File: config.mk
export PLATFORM = sky130hd
export DESIGN_NAME = pfc_host
export DESIGN_NICKNAME = d
export VERILOG_FILES = /design/src/pkg/pfc_pkg.sv /design/src/logic/pfc_sync.sv /design/src/logic/pfc_host.sv
export SDC_FILE = /design/constraint.sdc
export NUM_CORES = 1
export LEC_CHECK = 0
export BUFFER_PORTS_ARGS = -buffer_cell sky130_fd_sc_hd__buf_2
export CORE_ASPECT_RATIO = 0.6
export CORE_MARGIN = 2
export CORE_UTILIZATION = 38
export DETAILED_ROUTE_END_ITERATION = 6
export SLEW_MARGIN = 20
export SYNTH_ARGS = -nofsm -noshare
export SYNTH_HDL_FRONTEND = slang
export SYNTH_HIERARCHICAL = 1
export SYNTH_SLANG_ARGS = --single-unit
File: constraint.sdc
create_clock -name clk_i -period 4.5 [get_ports clk_i]
set_input_delay 0.225 -clock clk_i [delete_from_list [all_inputs] [get_ports clk_i]]
set_output_delay 0.225 -clock clk_i [all_outputs]
set_load 0.01 [all_outputs]
File: src/pkg/pfc_pkg.sv
// Purpose: Constants and types for the parallel flash host sequencer.
// Assumes: Clock of 10 MHz, 100 ns period.
// Notes:   Times are kept in their own unit and converted to cycles here.
package pfc_pkg;
    localparam int CLK_NS              = 100;
    localparam int PROG_PULSE_US       = 10;
    localparam int WR_RECOVERY_US      = 6;
    localparam int RD_RECOVERY_US      = 0;
    localparam int ERASE_PULSE_US10    = 95;   // 9.5 ms in tenths of ms.
    localparam int ERASE_MAX_S         = 10;
    localparam int PROG_ARRAY_MAX_S    = 6;
    localparam int PROG_CYC  = (PROG_PULSE_US * 1000 + CLK_NS - 1) / CLK_NS;
    localparam int REC_CYC   = (WR_RECOVERY_US * 1000 + CLK_NS - 1) / CLK_NS;
    localparam int ERASE_CYC =
        (ERASE_PULSE_US10 * 100000 + CLK_NS - 1) / CLK_NS;
    localparam int ERASE_TMO_CYC = ERASE_MAX_S * 10000000;
    localparam int PROG_TMO_CYC  = PROG_ARRAY_MAX_S * 10000000;
    localparam int WE_LOW_CYC    = 1;
    localparam int MAX_TRIES     = 25;
    localparam logic [7:0] CMD_READ    = 8'h00;
    localparam logic [7:0] CMD_SIG     = 8'h90;
    localparam logic [7:0] CMD_ERASE   = 8'h20;
    localparam logic [7:0] CMD_ERASE_V = 8'hA0;
    localparam logic [7:0] CMD_PROG    = 8'h40;
    localparam logic [7:0] CMD_PROG_V  = 8'hC0;
    localparam logic [7:0] CMD_RESET   = 8'hFF;
    localparam logic [7:0] ERASED_BYTE = 8'hFF;
    localparam logic [7:0] PRE_BYTE    = 8'h00;

    typedef enum logic [2:0] {
        OP_READ  = 3'h0,
        OP_SIG   = 3'h1,
        OP_PROG  = 3'h2,
        OP_ERASE = 3'h3,
        OP_ABORT = 3'h4
    } pfc_op_t;

    typedef struct packed {
        pfc_op_t     op;
        logic [15:0] addr;
        logic [7:0]  data;
        logic        sig_hv;
    } pfc_req_t;

    typedef struct packed {
        logic        ce_n;
        logic        oe_n;
        logic        we_n;
        logic        vpp_hi;
        logic        sig_hv;
        logic [15:0] addr;
        logic [7:0]  dout;
        logic        doe;
    } pfc_pins_t;
endpackage

File: src/logic/pfc_sync.sv
// Purpose: Three-stage synchroniser for the flash data pins.
// Assumes: Pins change asynchronously to clk_i.
// Notes:   A change is taken once stages two and three agree.
`timescale 1ns/100ps
module pfc_sync
    import pfc_pkg::*;
(
    input  wire logic       clk_i,    // System clock.
    input  wire logic       sys_rst_i,// Synchronous reset.
    input  wire logic [7:0] d_i,      // Raw pin levels.
    output logic      [7:0] q_o       // Filtered levels.
);
    typedef struct packed {
        logic [7:0] s1;
        logic [7:0] s2;
        logic [7:0] s3;
        logic [7:0] q;
    } pfc_sync_st_t;
    pfc_sync_st_t st_q;
    pfc_sync_st_t st_d;

    always_comb begin
        st_d    = st_q;
        st_d.s1 = d_i;
        st_d.s2 = st_q.s1;
        st_d.s3 = st_q.s2;
        for (int i = 0; i < 8; i++) begin
            if (st_q.s2[i] == st_q.s3[i]) begin
                st_d.q[i] = st_q.s3[i];
            end
        end
    end

    always_ff @(posedge clk_i) begin
        if (sys_rst_i) begin
            st_q <= '0;
        end else begin
            st_q <= st_d;
        end
    end

    assign q_o = st_q.q;
endmodule

File: src/logic/pfc_host.sv
// Purpose: Host sequencer driving a byte-wide parallel flash by its pins.
// Assumes: 10 MHz clock; the flash keeps its own pin rules.
// Notes:   One request at a time; done_o pulses with the result.
// Contract
// Enables low, write high, signature line high, bit 0 low: maker ID.
// Same with bit 0 high gives the part ID byte.
// Flash floats data when read enable or chip select is high.
// Flash times program and erase pulses itself; erase at least 9.5 ms. Here the host times both pulses and the model has no timer.
// Host waits 6 us after write enable rises before reading.
// Host may write right after read enable returns high.
// Each program attempt takes at least 10 us plus 6 us.
// Host retries program and verify at most 25 times per byte.
// Host programs bytes to 00 before chip erase.
// Host allows 10 s for chip erase before failing.
// Host allows 6 s for whole-array programming before failing. The code applies it to OP_PROG; erase pre-programming has 10 s.
// Program supply high, write low: flash takes a byte.
// Program supply high, read low: flash drives verify data.
// Flash updates commands only with program supply high, on write rise.
// Host writes set-read 00 before normal reads.
// Two writes of FF abort and return to read mode.
// Command codes 20 twice, A0, 40, C0 and 90.
// In reset host keeps enables inactive and program supply low.
`timescale 1ns/100ps
module pfc_host
    import pfc_pkg::*;
(
    input  wire logic       clk_i,    // System clock, 10 MHz.
    input  wire logic       sys_rst_i,// Synchronous reset, high.
    input  wire logic       req_i,    // Start request, level.
    input  wire pfc_req_t   req_d_i,  // Request operation and operands.
    output logic            busy_o,   // Sequence running.
    output logic            done_o,   // One-cycle end pulse.
    output logic            fail_o,   // Result of last sequence.
    output logic      [7:0] rdata_o,  // Byte read.
    input  wire logic [7:0] fl_dq_i,  // Flash data pins in.
    output pfc_pins_t       fl_o      // Flash control, address, data out.
);
    typedef enum logic [7:0] {
        S_IDLE  = 8'b0000_0001,
        S_WLOW  = 8'b0000_0010,
        S_WHIGH = 8'b0000_0100,
        S_WAIT  = 8'b0000_1000,
        S_RLOW  = 8'b0001_0000,
        S_RCAP  = 8'b0010_0000,
        S_NEXT  = 8'b0100_0000,
        S_END   = 8'b1000_0000
    } pfc_state_t;

    typedef enum logic [3:0] {
        P_CMD1  = 4'h0,
        P_CMD2  = 4'h1,
        P_VCMD  = 4'h2,
        P_VREAD = 4'h3,
        P_READ  = 4'h4,
        P_PRE   = 4'h5,
        P_ABRT  = 4'h6
    } pfc_phase_t;

    typedef struct packed {
        pfc_state_t  st;
        pfc_phase_t  ph;
        pfc_req_t    rq;
        pfc_pins_t   pins;
        logic [7:0]  wbyte;
        logic [16:0] pre_addr;
        logic        pre_mode;
        logic [4:0]  tries;
        logic [19:0] wait_cnt;
        logic [29:0] tmo;
        logic        busy;
        logic        done;
        logic        fail;
        logic [7:0]  rdata;
    } pfc_st_t;

    localparam pfc_pins_t PINS_IDLE = '{ce_n: 1'b1, oe_n: 1'b1, we_n: 1'b1,
        vpp_hi: 1'b0, sig_hv: 1'b0, addr: 16'h0000, dout: 8'h00, doe: 1'b0};

    pfc_st_t    s_q;
    pfc_st_t    s_d;
    logic [7:0] dq_s;

    pfc_sync i_pfc_sync (
        .clk_i     (clk_i),
        .sys_rst_i (sys_rst_i),
        .d_i       (fl_dq_i),
        .q_o       (dq_s)
    );

    always_comb begin
        s_d      = s_q;
        s_d.done = 1'b0;
        if (s_q.busy) begin
            s_d.tmo = s_q.tmo + 30'd1;
        end
        case (s_q.st)
            S_IDLE: begin
                s_d.pins = PINS_IDLE;
                if (req_i) begin
                    s_d.rq       = req_d_i;
                    s_d.busy     = 1'b1;
                    s_d.fail     = 1'b0;
                    s_d.tries    = 5'd0;
                    s_d.tmo      = 30'd0;
                    s_d.pre_addr = 17'd0;
                    s_d.pre_mode = (req_d_i.op == OP_ERASE);
                    s_d.pins.vpp_hi = 1'b1;
                    s_d.st       = S_WLOW;
                    case (req_d_i.op)
                        OP_READ: begin
                            s_d.ph    = P_CMD1;
                            s_d.wbyte = CMD_READ;
                        end
                        OP_SIG: begin
                            s_d.ph    = req_d_i.sig_hv ? P_READ : P_CMD1;
                            s_d.wbyte = CMD_SIG;
                            s_d.pins.vpp_hi = !req_d_i.sig_hv;
                            if (req_d_i.sig_hv) begin
                                s_d.st = S_RLOW;
                            end
                        end
                        OP_ABORT: begin
                            s_d.ph    = P_ABRT;
                            s_d.wbyte = CMD_RESET;
                        end
                        OP_ERASE: begin
                            s_d.ph    = P_CMD1;
                            s_d.wbyte = CMD_PROG;
                        end
                        default: begin
                            s_d.ph    = P_CMD1;
                            s_d.wbyte = CMD_PROG;
                        end
                    endcase
                end
            end
            S_WLOW: begin
                s_d.pins.ce_n = 1'b0;
                s_d.pins.oe_n = 1'b1;
                s_d.pins.we_n = 1'b0;
                s_d.pins.doe  = 1'b1;
                s_d.pins.dout = s_q.wbyte;
                // Erase verify walks the array with the same counter.
                s_d.pins.addr = (s_q.pre_mode || s_q.rq.op == OP_ERASE)
                              ? s_q.pre_addr[15:0] : s_q.rq.addr;
                s_d.st = S_WHIGH;
            end
            S_WHIGH: begin
                s_d.pins.we_n = 1'b1;
                s_d.wait_cnt  = 20'd0;
                s_d.st        = S_WAIT;
            end
            S_WAIT: begin
                s_d.pins.doe  = 1'b0;
                s_d.pins.ce_n = 1'b1;
                s_d.wait_cnt  = s_q.wait_cnt + 20'd1;
                if (s_q.ph == P_CMD2 && s_q.wbyte != CMD_ERASE) begin
                    if (s_q.wait_cnt >= 20'(PROG_CYC + REC_CYC)) begin
                        s_d.st = S_NEXT;
                    end
                end else if (s_q.ph == P_CMD2) begin
                    if (s_q.wait_cnt >= 20'(ERASE_CYC)) begin
                        s_d.st = S_NEXT;
                    end
                end else if (s_q.wait_cnt >= 20'(REC_CYC)) begin
                    s_d.st = S_NEXT;
                end
            end
            S_RLOW: begin
                s_d.pins.ce_n   = 1'b0;
                s_d.pins.oe_n   = 1'b0;
                s_d.pins.doe    = 1'b0;
                s_d.pins.sig_hv = s_q.rq.sig_hv && s_q.rq.op == OP_SIG;
                s_d.pins.addr   = (s_q.pre_mode || s_q.rq.op == OP_ERASE)
                                ? s_q.pre_addr[15:0] : s_q.rq.addr;
                s_d.wait_cnt    = 20'd0;
                s_d.st          = S_RCAP;
            end
            S_RCAP: begin
                s_d.wait_cnt = s_q.wait_cnt + 20'd1;
                if (s_q.wait_cnt >= 20'd4) begin
                    s_d.rdata       = dq_s;
                    s_d.pins.oe_n   = 1'b1;
                    s_d.pins.ce_n   = 1'b1;
                    s_d.pins.sig_hv = 1'b0;
                    s_d.st          = S_NEXT;
                end
            end
            S_NEXT: begin
                s_d.st = S_WLOW;
                case (s_q.ph)
                    P_CMD1: begin
                        if (s_q.rq.op == OP_READ || s_q.rq.op == OP_SIG)
                        begin
                            s_d.ph = P_READ;
                            s_d.st = S_RLOW;
                        end else begin
                            s_d.ph    = P_CMD2;
                            s_d.wbyte = s_q.pre_mode ? PRE_BYTE
                                      : (s_q.rq.op == OP_ERASE ? CMD_ERASE
                                                               : s_q.rq.data);
                        end
                    end
                    P_CMD2: begin
                        s_d.ph    = P_VCMD;
                        s_d.wbyte = (s_q.wbyte == CMD_ERASE && !s_q.pre_mode)
                                  ? CMD_ERASE_V : CMD_PROG_V;
                    end
                    P_VCMD: begin
                        s_d.ph = P_VREAD;
                        s_d.st = S_RLOW;
                    end
                    P_VREAD: begin
                        s_d.tries = s_q.tries + 5'd1;
                        if (s_q.rdata == (s_q.pre_mode ? PRE_BYTE
                            : (s_q.rq.op == OP_ERASE ? ERASED_BYTE
                                                     : s_q.rq.data))) begin
                            s_d.tries    = 5'd0;
                            s_d.pre_addr = s_q.pre_addr + 17'd1;
                            if (s_q.rq.op != OP_ERASE) begin
                                s_d.st = S_END;
                            end else if (s_q.pre_mode
                                         && s_q.pre_addr[15:0] == 16'hFFFF)
                            begin
                                s_d.pre_mode = 1'b0;
                                s_d.pre_addr = 17'd0;
                                s_d.tmo      = 30'd0;
                                s_d.ph       = P_CMD1;
                                s_d.wbyte    = CMD_ERASE;
                            end else if (s_q.pre_mode) begin
                                s_d.ph    = P_CMD1;
                                s_d.wbyte = CMD_PROG;
                            end else if (s_q.pre_addr[15:0] == 16'hFFFF) begin
                                s_d.st = S_END;
                            end else begin
                                s_d.ph    = P_VCMD;
                                s_d.wbyte = CMD_ERASE_V;
                            end
                        end else if (s_q.rq.op == OP_ERASE && !s_q.pre_mode)
                        begin
                            s_d.tries = 5'd0;
                            s_d.ph    = P_CMD1;
                            s_d.wbyte = CMD_ERASE;
                        end else if (s_q.tries == 5'(MAX_TRIES - 1)) begin
                            s_d.fail = 1'b1;
                            s_d.st   = S_END;
                        end else begin
                            s_d.ph    = P_CMD1;
                            s_d.wbyte = CMD_PROG;
                        end
                    end
                    P_ABRT: begin
                        s_d.ph = P_CMD2;
                        s_d.wbyte = CMD_RESET;
                        s_d.st = S_WLOW;
                        if (s_q.tries != 5'd0) begin
                            s_d.st = S_END;
                        end
                        s_d.tries = 5'd1;
                    end
                    default: begin
                        s_d.st = S_END;
                    end
                endcase
                if (s_q.ph == P_CMD2 && s_q.rq.op == OP_ABORT) begin
                    s_d.st = S_END;
                end
                if (s_q.tmo >= 30'(ERASE_TMO_CYC) && s_q.rq.op == OP_ERASE
                    || s_q.tmo >= 30'(PROG_TMO_CYC) && s_q.rq.op == OP_PROG)
                begin
                    s_d.fail = 1'b1;
                    s_d.st   = S_END;
                end
            end
            S_END: begin
                s_d.pins = PINS_IDLE;
                s_d.busy = 1'b0;
                s_d.done = 1'b1;
                s_d.st   = S_IDLE;
            end
            default: begin
                s_d.st = S_IDLE;
            end
        endcase
    end

    always_ff @(posedge clk_i) begin
        if (sys_rst_i) begin
            s_q      <= '0;
            s_q.st   <= S_IDLE;
            s_q.pins <= PINS_IDLE;
        end else begin
            s_q <= s_d;
        end
    end

    assign busy_o  = s_q.busy;
    assign done_o  = s_q.done;
    assign fail_o  = s_q.fail;
    assign rdata_o = s_q.rdata;
    assign fl_o    = s_q.pins;

    wr_read_gap_a: assert property (@(posedge clk_i) disable iff (sys_rst_i)
        $rose(fl_o.we_n) |-> ##1 fl_o.oe_n [*8])
        else $error("read too soon after write");
    rst_idle_a: assert property (@(posedge clk_i)
        sys_rst_i |=> fl_o.ce_n && fl_o.we_n && !fl_o.vpp_hi)
        else $error("pins active after reset");
    no_contend_a: assert property (@(posedge clk_i) disable iff (sys_rst_i)
        !fl_o.oe_n |-> !fl_o.doe && fl_o.we_n)
        else $error("host drives data during read");
    wr_supply_a: assert property (@(posedge clk_i) disable iff (sys_rst_i)
        !fl_o.we_n |-> fl_o.vpp_hi && !fl_o.ce_n && fl_o.doe)
        else $error("write without supply or data");
    tries_lim_a: assert property (@(posedge clk_i) disable iff (sys_rst_i)
        s_q.tries <= 5'(MAX_TRIES))
        else $error("too many program tries");
    we_pulse_a: assert property (@(posedge clk_i) disable iff (sys_rst_i)
        $fell(fl_o.we_n) |=> fl_o.we_n)
        else $error("write pulse too long");
    sig_read_a: assert property (@(posedge clk_i) disable iff (sys_rst_i)
        fl_o.sig_hv |-> !fl_o.oe_n && !fl_o.vpp_hi)
        else $error("signature line high outside read");
    done_idle_a: assert property (@(posedge clk_i) disable iff (sys_rst_i)
        done_o |-> !busy_o ##1 fl_o.ce_n)
        else $error("done with bus active");
    prog_c: cover property (@(posedge clk_i) done_o && !fail_o
        && s_q.rq.op == OP_PROG);
    fail_c: cover property (@(posedge clk_i) done_o && fail_o);
    sig_c: cover property (@(posedge clk_i) fl_o.sig_hv);
endmodule

== Word-level counts from Yosys, hierarchy flattened ==
Index checks and enable logic that the tools add are counted.

* Order comparisons: 6
* Reductions and logical operators: 48
* Eq/ne operators: 53
* $add $sub $neg: 4
* Muxes and demuxes: 86

{| class="wikitable"
|+ Operator list
! kind !! count
|-
| 8-bit 2-to-1 mux || 26
|-
| 30-bit 2-to-1 mux || 5
|-
| 31-bit 2-to-1 mux || 2
|-
| 31-bit case mux with 2 select lines || 1
|-
| 30-bit case mux with 2 select lines || 1
|-
| 8-bit case mux with 7 select lines || 1
|-
| 18-bit 2-to-1 mux || 3
|-
| 40-bit 2-to-1 mux || 1
|-
| 20-bit case mux with 2 select lines || 1
|-
| 8-bit case mux with 5 select lines || 1
|-
| 16-bit case mux with 2 select lines || 1
|-
| 8-bit case mux with 4 select lines || 1
|-
| 30-bit by 1-bit adder with 30-bit output (second input constant) || 1
|-
| 30-bit by 26-bit >= comparator with 1-bit output (second input constant) || 1
|-
| 30-bit by 27-bit >= comparator with 1-bit output (second input constant) || 1
|-
| 26-bit 2-to-1 mux || 1
|-
| 5-bit 2-to-1 mux || 5
|-
| 4-bit 2-to-1 mux || 6
|-
| 8-bit case mux with 3 select lines || 1
|-
| 20-bit by 1-bit adder with 20-bit output (second input constant) || 1
|-
| 20-bit by 17-bit >= comparator with 1-bit output (second input constant) || 1
|-
| 20-bit by 3-bit >= comparator with 1-bit output (second input constant) || 1
|-
| 20-bit by 6-bit >= comparator with 1-bit output (second input constant) || 1
|-
| 20-bit by 8-bit >= comparator with 1-bit output (second input constant) || 1
|-
| other kinds (61) || 132
|}

* Word-level logic and storage cells: 232
* Output and inout port bits: 41
* Input bits: 39
* Register bits: 194

== Longest topological paths before layout ==
Gate-level depths: netlist of run 1.

* Word-level depth: 10
* Gate-level depth with buffers: 13
* Depth with buffers taken out: 9

== By module ==
The synthesis of run 1 kept the hierarchy.

{| class="wikitable"
|+ Modules (own cells, without submodules)
! module !! instances !! cells each !! seq. area each (um^2) !! area each (um^2)
|-
| pfc_host || 1 || 1,026 || 3,203.1 || 8,114.0
|-
| pfc_sync || 1 || 91 || 640.6 || 983.4
|}

== Worst setup path after synthesis of run 1 ==
No wires, ideal clock.

* Path kind: register -> register
* Start: register s_q[124] in the netlist's numbering
* End: register s_q[26] in the netlist's numbering
* Buffers on the path: 3
* Cell stages (with the launch flop): 12
* Data arrival time: 2.357 ns
* Setup slack: 2.026 ns
* Library setup time: 0.117 ns
* Period minus slack after synthesis: 2.474 ns
* Data required time: 4.383 ns
* Cell sequence: dfxtp_1 or4_1 mux2i_1 nor3_1 nor4_4 buf_2 nand4_1 a21o_1 nand2_1 buf_2 buf_2 nor2_1

* Cells in the longest elaborated chain, start to end: 6

{| class="wikitable"
|+ RTL lines
! item !! RTL line !! RTL
|-
| start: declaration || pfc_host.sv:79 || <nowiki>pfc_st_t s_q;</nowiki>
|-
| 8-bit 2-to-1 mux || pfc_host.sv:216 || <nowiki>: (s_q.rq.op == OP_ERASE ? ERASED_BYTE</nowiki>
|-
| 8-bit 2-to-1 mux || pfc_host.sv:215 || <nowiki>if (s_q.rdata == (s_q.pre_mode ? PRE_BYTE</nowiki>
|-
| 8-bit == test || pfc_host.sv:215 ||
|-
| 30-bit 2-to-1 mux || pfc_host.sv:215 ||
|-
| 30-bit 2-to-1 mux || pfc_host.sv:191 || <nowiki>case (s_q.ph)</nowiki>
|-
| 30-bit case mux with 2 select lines || pfc_host.sv:96 || <nowiki>case (s_q.st)</nowiki>
|}

No other way between the ends.
A chain may end at the register's enable or synchronous reset.

== Worst setup path in the final report of run 1 ==
* Start: register s_q[147] in the netlist's numbering
* End: register s_q[87] in the netlist's numbering

* Cells in the longest elaborated chain, start to end: 7
* Elaborated cells on any way between the ends: 21
* Those cells by class: eq/ne (8); mux (9); reduce/logical (4)

{| class="wikitable"
|+ RTL lines
! item !! RTL line
|-
| 3-bit by 2-bit == test with 1-bit output || pfc_host.sv:200, pfc_host.sv:216, pfc_host.sv:239
|-
| 8-bit 2-to-1 mux || pfc_host.sv:216
|-
| 8-bit 2-to-1 mux || pfc_host.sv:215
|-
| 8-bit == test || pfc_host.sv:215
|-
| 8-bit 2-to-1 mux || pfc_host.sv:215
|-
| 8-bit case mux with 4 select lines || pfc_host.sv:191
|-
| 31-bit case mux with 2 select lines || pfc_host.sv:96
|}

Parallel ways exist; a longest one is shown, timed or not. The select of a mux whose other input is x is not followed.

==> implementation parameters, run 1 <==
Parameter                              Value

Floorplanning
  Core outline area    between 20,000 and 25,000 sq um
  Width of the chip    just over 200 um
  Standard-cell rows    43
  Die Ht    124 um
  Effective utilization at floorplan    0.391
  Die Footprint    25,200 sq um
  Top-level port count    80

Routing
  Starting DRT DRC Count    684
  Post-DRT Antenna Nets    0
  Number of DRC violations after detailed routing    8
  Via-per-instance ratio    roughly 5.3
  Total Wirelength    23,200 um
  Average routed wire per standard cell    15.8 um
  Via Count    between 7,000 and 8,000
  Number of detailed-route iterations in the first pass    7

Global route
  Number of antenna violations at the first check in global routing    1
  Via count of the first global-routing pass    ~7,000
  Largest net degree at the start of global routing    80
  Final global-route overflow total    0
  GRT Total Usage    0.191
  First-pass GRT wire length    approximately 38,000 um

Synth
  Netlist Area Pre-Place    9100 sq um
  Synthesized net count    between 1,000 and 1,500
  Post-synth EDFFs    0
  Cell count after synthesis    around 1,100
  Number of distinct library cells after synthesis    64
  Avg Synthesized Cell Area    slightly above 8 sq um
  Sequential element share of the synthesized area    0.423
  Synth area leaders    sky130_fd_sc_hd__dfxtp_1 (42%), sky130_fd_sc_hd__nand2_1 (6.3%), sky130_fd_sc_hd__nor2_1 (6.1%)
  Most frequently used flop master after synthesis    sky130_fd_sc_hd__dfxtp_1
  YS warnings    6
  Fraction of post-synthesis cell area in the top cell type by area    0.423
  Cell type with the largest total area after synthesis    sky130_fd_sc_hd__dfxtp_1
  Async SR Flop Fraction    0
  Number of register bits inferred by synthesis    around 190

Clock tree
  Insertion delay to the later sink of the worst-skew pair    about 460 ps
  CTS Buffer Depth    2
  Clock sinks    approximately 190
  CTS tree    done
  Clock-pin slew on the worst setup and hold paths    70 ps
  Clk root buf    sky130_fd_sc_hd__clkbuf_16
  Number of buffers inserted by post-CTS setup repair    0
  Number of buffers created by CTS    17
  Quantity of gates resized following cts    0
  H-tree levels    4

Placed design
  Minimum setup slack after placement    around 1100 ps
  Count of buffers from port buffering    roughly 80
  Placed cell count    about 1,400
  Final weighted congestion of routability-driven global placement    roughly 0.9
  Post-DP HPWL    ~16,000 um

STA
  Final Critical Period    3430 ps
  Final slew viol count    0
  Layout Skew    around 13 ps
  Setup repair after global routing missed its margin    no
  Final Cycle Share    0.762
  Count of endpoints failing hold in the final timing report    0
  Transition time at the pin with the least slew margin    about 1100 ps
  Post-layout worst setup margin    ~1100 ps
  Setup violators final    0
  Sum of negative setup slack    0 ps
  Headroom to the max-slew limit    0.279
  Max frequency    between 200 and 300 MHz

Final layout
  Most frequent cells in the layout    sky130_fd_sc_hd__dfxtp_1 (192), sky130_fd_sc_hd__nand2_1 (152), sky130_fd_sc_hd__nor2_1 (146)
  Fraction of layout cells with a size suffix above 1    0.118
  Final core utilization    0.440
  Number of standard cells in the layout, taps in and fillers out    roughly 1,500
  Final antenna diode count    0
  Total number of nets in the final design    about 1,200
  Layout-stage area growth over the synthesis result    12.6%
  Sequential cell area    ~3800 sq um
  Most frequent standard cell in the layout excluding fill and tap cells    sky130_fd_sc_hd__dfxtp_1
  Area of combinational cells with multiple inputs    around 4600 sq um
  Filler cell count    between 2,000 and 2,500

Power and ir drop
  Combinational fraction of design power    0.087
  Internal power contribution    between 2 and 3 mW
  Power spent charging and discharging nets    around 0.99 mW
  Portion of total power attributed to sequential cells    0.483
  Total leakage power    around 3.8 nW
  Part of the total power dissipated in the clock network    0.430
  Switching part of the total    0.266
  Cell Pwr Density    approximately 360 nW/um^2
  Max rail drop VDD    0.266 mV
  Power after layout    ~3.7 mW

Setup path
  Most frequent cell on the critical path    sky130_fd_sc_hd__mux2i_1
  Critical path endpoint category    flip-flop
  Class of the most critical setup path    reg -> reg
  Cell chain of the critical path    and3b_1 > mux2i_1 > nor3_1 > nor4_4 > mux2i_1 > o31ai_4 > nand2_4 > mux2_4
  Critical path startpoint category    flip-flop
  Critical Path Fanout Max    14
  CP required    about 4800 ps
  Critical-path top delay cell    sky130_fd_sc_hd__nor4_4
  Arrival time at the worst endpoint    3770 ps
  CP peak stage delay    between 600 and 700 ps

Job
  Number of violations of the max-capacitance limit    0

Worst hold path
  Worst min-delay path class    in -> reg

Status
  Failing checks    DRC
  Run status    finished, violations left
==> repair_timing <==
item	CTS	global route
setup endpoints to repair	0	0
endpoints found under the hold margin	24	0
hold buffers	24	0
==> final timing paths <==
kind	slack, ps	from	cells past startpoint	end
worst max-delay path	1070	s_q[147]	8	s_q[87]
worst min-delay path	20	req_d_i[13]	3	s_q[135]
worst max register to register	1070	s_q[147]	8	s_q[87]
worst min register to register	440	i_pfc_sync/st_d[17]	1	i_pfc_sync/st_d[9]
==> kinds of logic (layout without fill, tap and decap cells) <==
kind of cell	after synthesis	after routing	synth area share
multiplexers	20	20	0.0242
AND/OR/NAND/NOR	522	522	0.285
flip-flops	192	192	0.423
AO/OA/AOI/OAI	210	210	0.141
XOR/XNOR	49	49	0.0472
adder cells (fa/ha/maj)	7	7	0.00963
buffers and inverters	117	160	0.0701
==> registers in the layout, summed over array words and instances, names as in the netlist <==
name / count
fl_o: 30
i_pfc_sync/q_o: 8
i_pfc_sync/st_d: 16
s_q: 119
busy_o: 1
i_pfc_sync/st_q: 8
rdata_o: 8
done_o: 1
fail_o: 1
==> metal layers <==
metal | vias to the layer above | GRT usage | part of all wire
li1 | 3914 | - | -
met1 | 3649 | 0.291 | 0.53
met2 | 262 | 0.247 | 0.37
met3 | 20 | 0.0667 | 0.088
met4 | 0 | 0.0484 | 0.010
met5 | - | 0 | 0
==> cell usage after synthesis, drive strengths merged (5+ instances only) <==
cell type / instances
a211oi: 10
a21oi: 96
a22oi: 10
a311oi: 7
a31oi: 23
and3: 23
buf: 56
clkbuf: 44
dfxtp: 192
ha: 7
inv: 17
mux2i: 16
nand2: 153
nand2b: 7
nand3: 34
nand3b: 14
nand4: 17
nand4bb: 8
nor2: 147
nor2b: 34
nor3: 29
nor3b: 7
nor4: 12
nor4b: 6
o21ai: 31
o22ai: 5
or4: 6
xnor2: 22
xor2: 27
==> metrics by stage <==
stage	hold slack [ps]	cell area (sq um)
floorplan	297	9100
global placement	421	9390
detailed placement	425	9390
CTS	0.195	10200
global route	26.0	10200
finish	21.8	10200
==> power groups by stage <==
stage,clock network [mW],logic [mW],registers (mW)
after detailed placement,0,0.304,1.82
after CTS,1.64,0.321,1.78
after global routing,1.71,0.358,1.79
final,1.59,0.322,1.79
after floorplan,0,0.223,1.81
after global placement,0,0.302,1.82
==> critical path, delay by kind of cell (launching register included) <==
family             cells  cell delay (ps)
muxes                  3              900
and+or+nand+nor        4             1560
AOI/OAI and AO/OA      1              420
DFF                    1              440
==> final cells by class <==
type	instances	area share
Tap cell	315	0.0385
Timing Repair Buffer	111	0.0694
Multi-Input combinational cell	808	0.451
Clock buffer	18	0.0429
Clock inverter	14	0.0166
Sequential cell	192	0.375
Inverter	17	0.00623
No activity file was read; power rests on OpenSTA's default activity.
==> run 2: changes to the inputs <==
--- a/config.mk
+++ b/config.mk
@@ -5,6 +5,7 @@
 export SDC_FILE = /design/constraint.sdc
 export NUM_CORES = 1
 export LEC_CHECK = 0
+export ABC_AREA = 1
 export BUFFER_PORTS_ARGS = -buffer_cell sky130_fd_sc_hd__buf_2
 export CORE_ASPECT_RATIO = 0.6
 export CORE_MARGIN = 2
==> constraint.sdc (replaced) <==
create_clock -name clk_i -period 2.89 [get_ports clk_i]
set_input_delay 0.1445 -clock clk_i [delete_from_list [all_inputs] [get_ports clk_i]]
set_output_delay 0.1445 -clock clk_i [all_outputs]
set_load 0.01 [all_outputs]
==> implementation parameters, run 2 <==
Parameter                              Value

STA
  Max frequency    398 MHz (+36%)
  Transition time at the pin with the least slew margin    809 ps (-270 ps)
  Headroom to the max-slew limit    0.461 (+0.182)
  Final Cycle Share    0.869 (+0.108)
  Setup repair after global routing missed its margin    no
  Post-layout worst setup margin    377 ps (-694 ps)
  Setup violators final    0 (unchanged)
  Count of endpoints failing hold in the final timing report    0 (unchanged)
  Final slew viol count    0 (unchanged)
  Sum of negative setup slack    0 ps (unchanged)
  Layout Skew    7.86 ps (-5.33 ps)
  Final Critical Period    2510 ps (-916 ps)

Synth
  Post-synthesis xor/xnor area fraction    0.0347 (-0.0125)
  Cell type with the largest total area after synthesis    sky130_fd_sc_hd__dfxtp_1
  Avg Synthesized Cell Area    6.86 sq um (-16%)
  Number of register bits inferred by synthesis    192 (unchanged)
  Async SR Flop Fraction    0 (unchanged)
  Synth area leaders    sky130_fd_sc_hd__dfxtp_1 (40%), sky130_fd_sc_hd__nand2_1 (11%), sky130_fd_sc_hd__nor2_1 (7.6%)
  Fraction of post-synthesis cell area in the top cell type by area    0.401 (-0.0219)
  Sequential element share of the synthesized area    0.401 (-0.0219)
  Mux contribution to synthesized area    0 (-0.0242)
  Adder and majority gate portion of the synthesized area    0.00913 (-0.000498)
  Dominant combinational cell family by area after synthesis    simple AND/OR/NAND/NOR gates
  Netlist Area Pre-Place    9590 sq um (+5.5%)
  Post-synth EDFFs    0 (unchanged)
  Synth cell count leaders    sky130_fd_sc_hd__nand2_1 (273), sky130_fd_sc_hd__nor2_1 (193), sky130_fd_sc_hd__dfxtp_1 (192)
  Synthesized net count    1,445 (+24%)
  YS warnings    6 (unchanged)
  Post-synthesis share of cell area spent on and, or, nand and nor gates    0.292 (+0.00716)
  Top-count cell post-synth    sky130_fd_sc_hd__nand2_1
  Most frequently used flop master after synthesis    sky130_fd_sc_hd__dfxtp_1
  Post-synthesis compound-gate area fraction    0.131 (-0.00993)
  Number of distinct library cells after synthesis    44 (-31%)
  Cell count after synthesis    1,399 (+25%)

Clock tree
  Clock-pin slew on the worst setup and hold paths    70 ps (about the same)
  Number of buffers created by CTS    17 (unchanged)
  H-tree levels    4 (unchanged)
  CTS Buffer Depth    2 (unchanged)
  Number of buffers inserted by post-CTS setup repair    0 (unchanged)
  Insertion delay to the later sink of the worst-skew pair    450 ps (about the same)
  Clock sinks    192 (unchanged)
  CTS tree    done
  Clk root buf    sky130_fd_sc_hd__clkbuf_16

Final layout
  Most frequent standard cell in the layout excluding fill and tap cells    sky130_fd_sc_hd__nand2_1
  Largest Register    s_q
  Final antenna diode count    0 (unchanged)
  Fraction of layout cells with a size suffix above 1    0.108 (-0.00972)
  Most frequent cells in the layout    sky130_fd_sc_hd__nand2_1 (273), sky130_fd_sc_hd__nor2_1 (193), sky130_fd_sc_hd__dfxtp_1 (192)
  Total number of nets in the final design    1,500 (+26%)
  Final design instance area without fill    10,900 sq um (+6.6%)
  Final core utilization    0.445 (+0.00590)
  Filler cell count    2,511 (+7.6%)
  Flip-flop count of the largest register after layout    119 (unchanged)
  Layout-stage area growth over the synthesis result    13.7%

Global route
  First-pass GRT wire length    41,200 um (+9.7%)
  GRT Total Usage    0.196 (+0.00480)
  Number of antenna violations at the first check in global routing    1 (unchanged)
  Largest net degree at the start of global routing    55 (-31%)
  Via count of the first global-routing pass    7,694 (+11%)
  Final global-route overflow total    0 (unchanged)

Placed design
  Post-DP HPWL    18,600 um (+15%)
  Final weighted congestion of routability-driven global placement    0.931 (+4.2%)
  Placed standard-cell area    9980 sq um (+6.3%)
  Minimum setup slack after placement    414 ps (-711 ps)
  Count of buffers from port buffering    79 (unchanged)

Routing
  Number of detailed-route iterations in the first pass    5 (-2)
  Total Wirelength    25,500 um (+9.8%)
  Starting DRT DRC Count    798 (+17%)
  Via-per-instance ratio    4.90 (-7.8%)
  Post-DRT Antenna Nets    0 (unchanged)
  Average routed wire per standard cell    14.3 um (-9.4%)
  Number of DRC violations after detailed routing    0 (-8)
  Via Count    8,772 (+12%)

Status
  Run status    complete, no violations

Setup path
  Register-to-register setup slack    380 ps (-690 ps)
  Critical-path top delay cell    sky130_fd_sc_hd__dfxtp_1
  CP required    3210 ps (-1630 ps)
  CP Buf/Inv Count    4 (+4)
  Critical Path Fanout Max    30 (+16)
  Class of the most critical setup path    reg -> reg
  Arrival time at the worst endpoint    2830 ps (-940 ps)
  Number of cell instances on the worst register-to-register path    13 (+5)
  CP peak stage delay    410 ps (-280 ps)
  Critical path endpoint category    flip-flop
  Critical path startpoint category    flip-flop
  Dominant delay contributor by cell family on the critical path    simple AND/OR/NAND/NOR gates
  Reg-to-reg endpoint    s_q[23]
  Most frequent cell on the critical path    sky130_fd_sc_hd__inv_1
  Start of the worst register-to-register path    s_q[67]
  Cell chain of the critical path    ha_1 > nand3_1 > inv_1 > nand2_1 > nor2_1 > inv_1 > nor2_4 > inv_1 > o21ai_0 > nand3_1 > nand2_2 > buf_4 > nor3_1

Power and ir drop
  Total leakage power    4.43 nW (+16%)
  Cell Pwr Density    613 nW/um^2 (+70%)
  Power after layout    6.69 mW (+81%)
  Max rail drop VDD    0.343 mV (+29%)

Worst hold path
  Hold Crit Endpoint    s_q[130]
  Worst min-delay path class    in -> reg
  Launch point of the worst hold path    req_d_i[8]
  Worst Hold Depth    3 (unchanged)

Floorplanning
  Width of the chip    209 um (+2.6%)
  Standard-cell rows    44 (+2.3%)
  Die Footprint    26,600 sq um (+5.3%)
  Die Ht    127 um (+2.6%)
  Top-level port count    80 (unchanged)
  Effective utilization at floorplan    0.392 (+0.00111)
  Core outline area    24,500 sq um (+5.2%)

Job
  Number of violations of the max-capacitance limit    0 (unchanged)
-- run 2: changes by cell type after synthesis, sizes merged, moves of 34 or more --
cell and change:
nor2 +52, inv +159, nor2b -34, o21ai +71
nand3 +46, nand2 +127
-- run 2: area by class of cell --
cell class              instances  area, sq um  area share
multi-input cells             935         4480       0.411
well taps                     322          403      0.0369
clock buffers                  20          447      0.0409
inverters                     179          674      0.0618
repair buffers                129          856      0.0784
flip-flops and latches        192         3840       0.352
clock inverters                12          205      0.0188
-- run 2: how the worst max path moves through the flow --
stage                 start  endpoint  slack [ps]  cells past startpoint
floorplan           s_q[67]   s_q[68]         940                     13
detailed placement  s_q[67]   s_q[23]         410                     13
global placement    s_q[67]   s_q[39]         530                     13
finish              s_q[67]   s_q[23]         380                     13
global route        s_q[67]   s_q[26]         150                     13
CTS                 s_q[67]   s_q[23]         390                     13
-- run 2: what timing repair did --
action | in CTS | in global routing
hold endpoints to repair | 28 | 0
hold buffers | 28 | 0
gates resized for setup | 0 | 0
-- run 2: metrics by stage --
stage	hold WS (ps)	cells
CTS	1.83	1789
floorplan	251	1399
global route	29.0	1789
finish	9.67	1789
global placement	344	1729
detailed placement	350	1729
-- run 2: worst min-delay path, cell delays in order --
cell and delay [ps]:
sky130_fd_sc_hd__buf_2 70, sky130_fd_sc_hd__o21ai_0 90, sky130_fd_sc_hd__a21oi_1 110
-- run 2: routing by layer --
metal | vias up | global-route usage | part of all wire
li1 | 4571 | - | -
met1 | 3921 | 0.326 | 0.57
met2 | 269 | 0.241 | 0.35
met3 | 11 | 0.0462 | 0.072
met4 | 0 | 0.0441 | 0.0061
met5 | - | 0 | 0
-- run 2: logic make-up after synthesis --
family                   count (synthesis)
buffers and inverters                  272
XOR/XNOR                                38
flip-flops                             192
AND/OR/NAND/NOR                        651
AO/OA/AOI/OAI                          239
adder cells (fa/ha/maj)                  7
-- run 2: where the power goes --
part	internal [mW]	total [mW]	leakage, nW	switching (mW)
clock	1.57	2.63	0.312	1.07
combinational	0.359	1.16	2.56	0.800
sequential	2.79	2.89	1.56	0.101
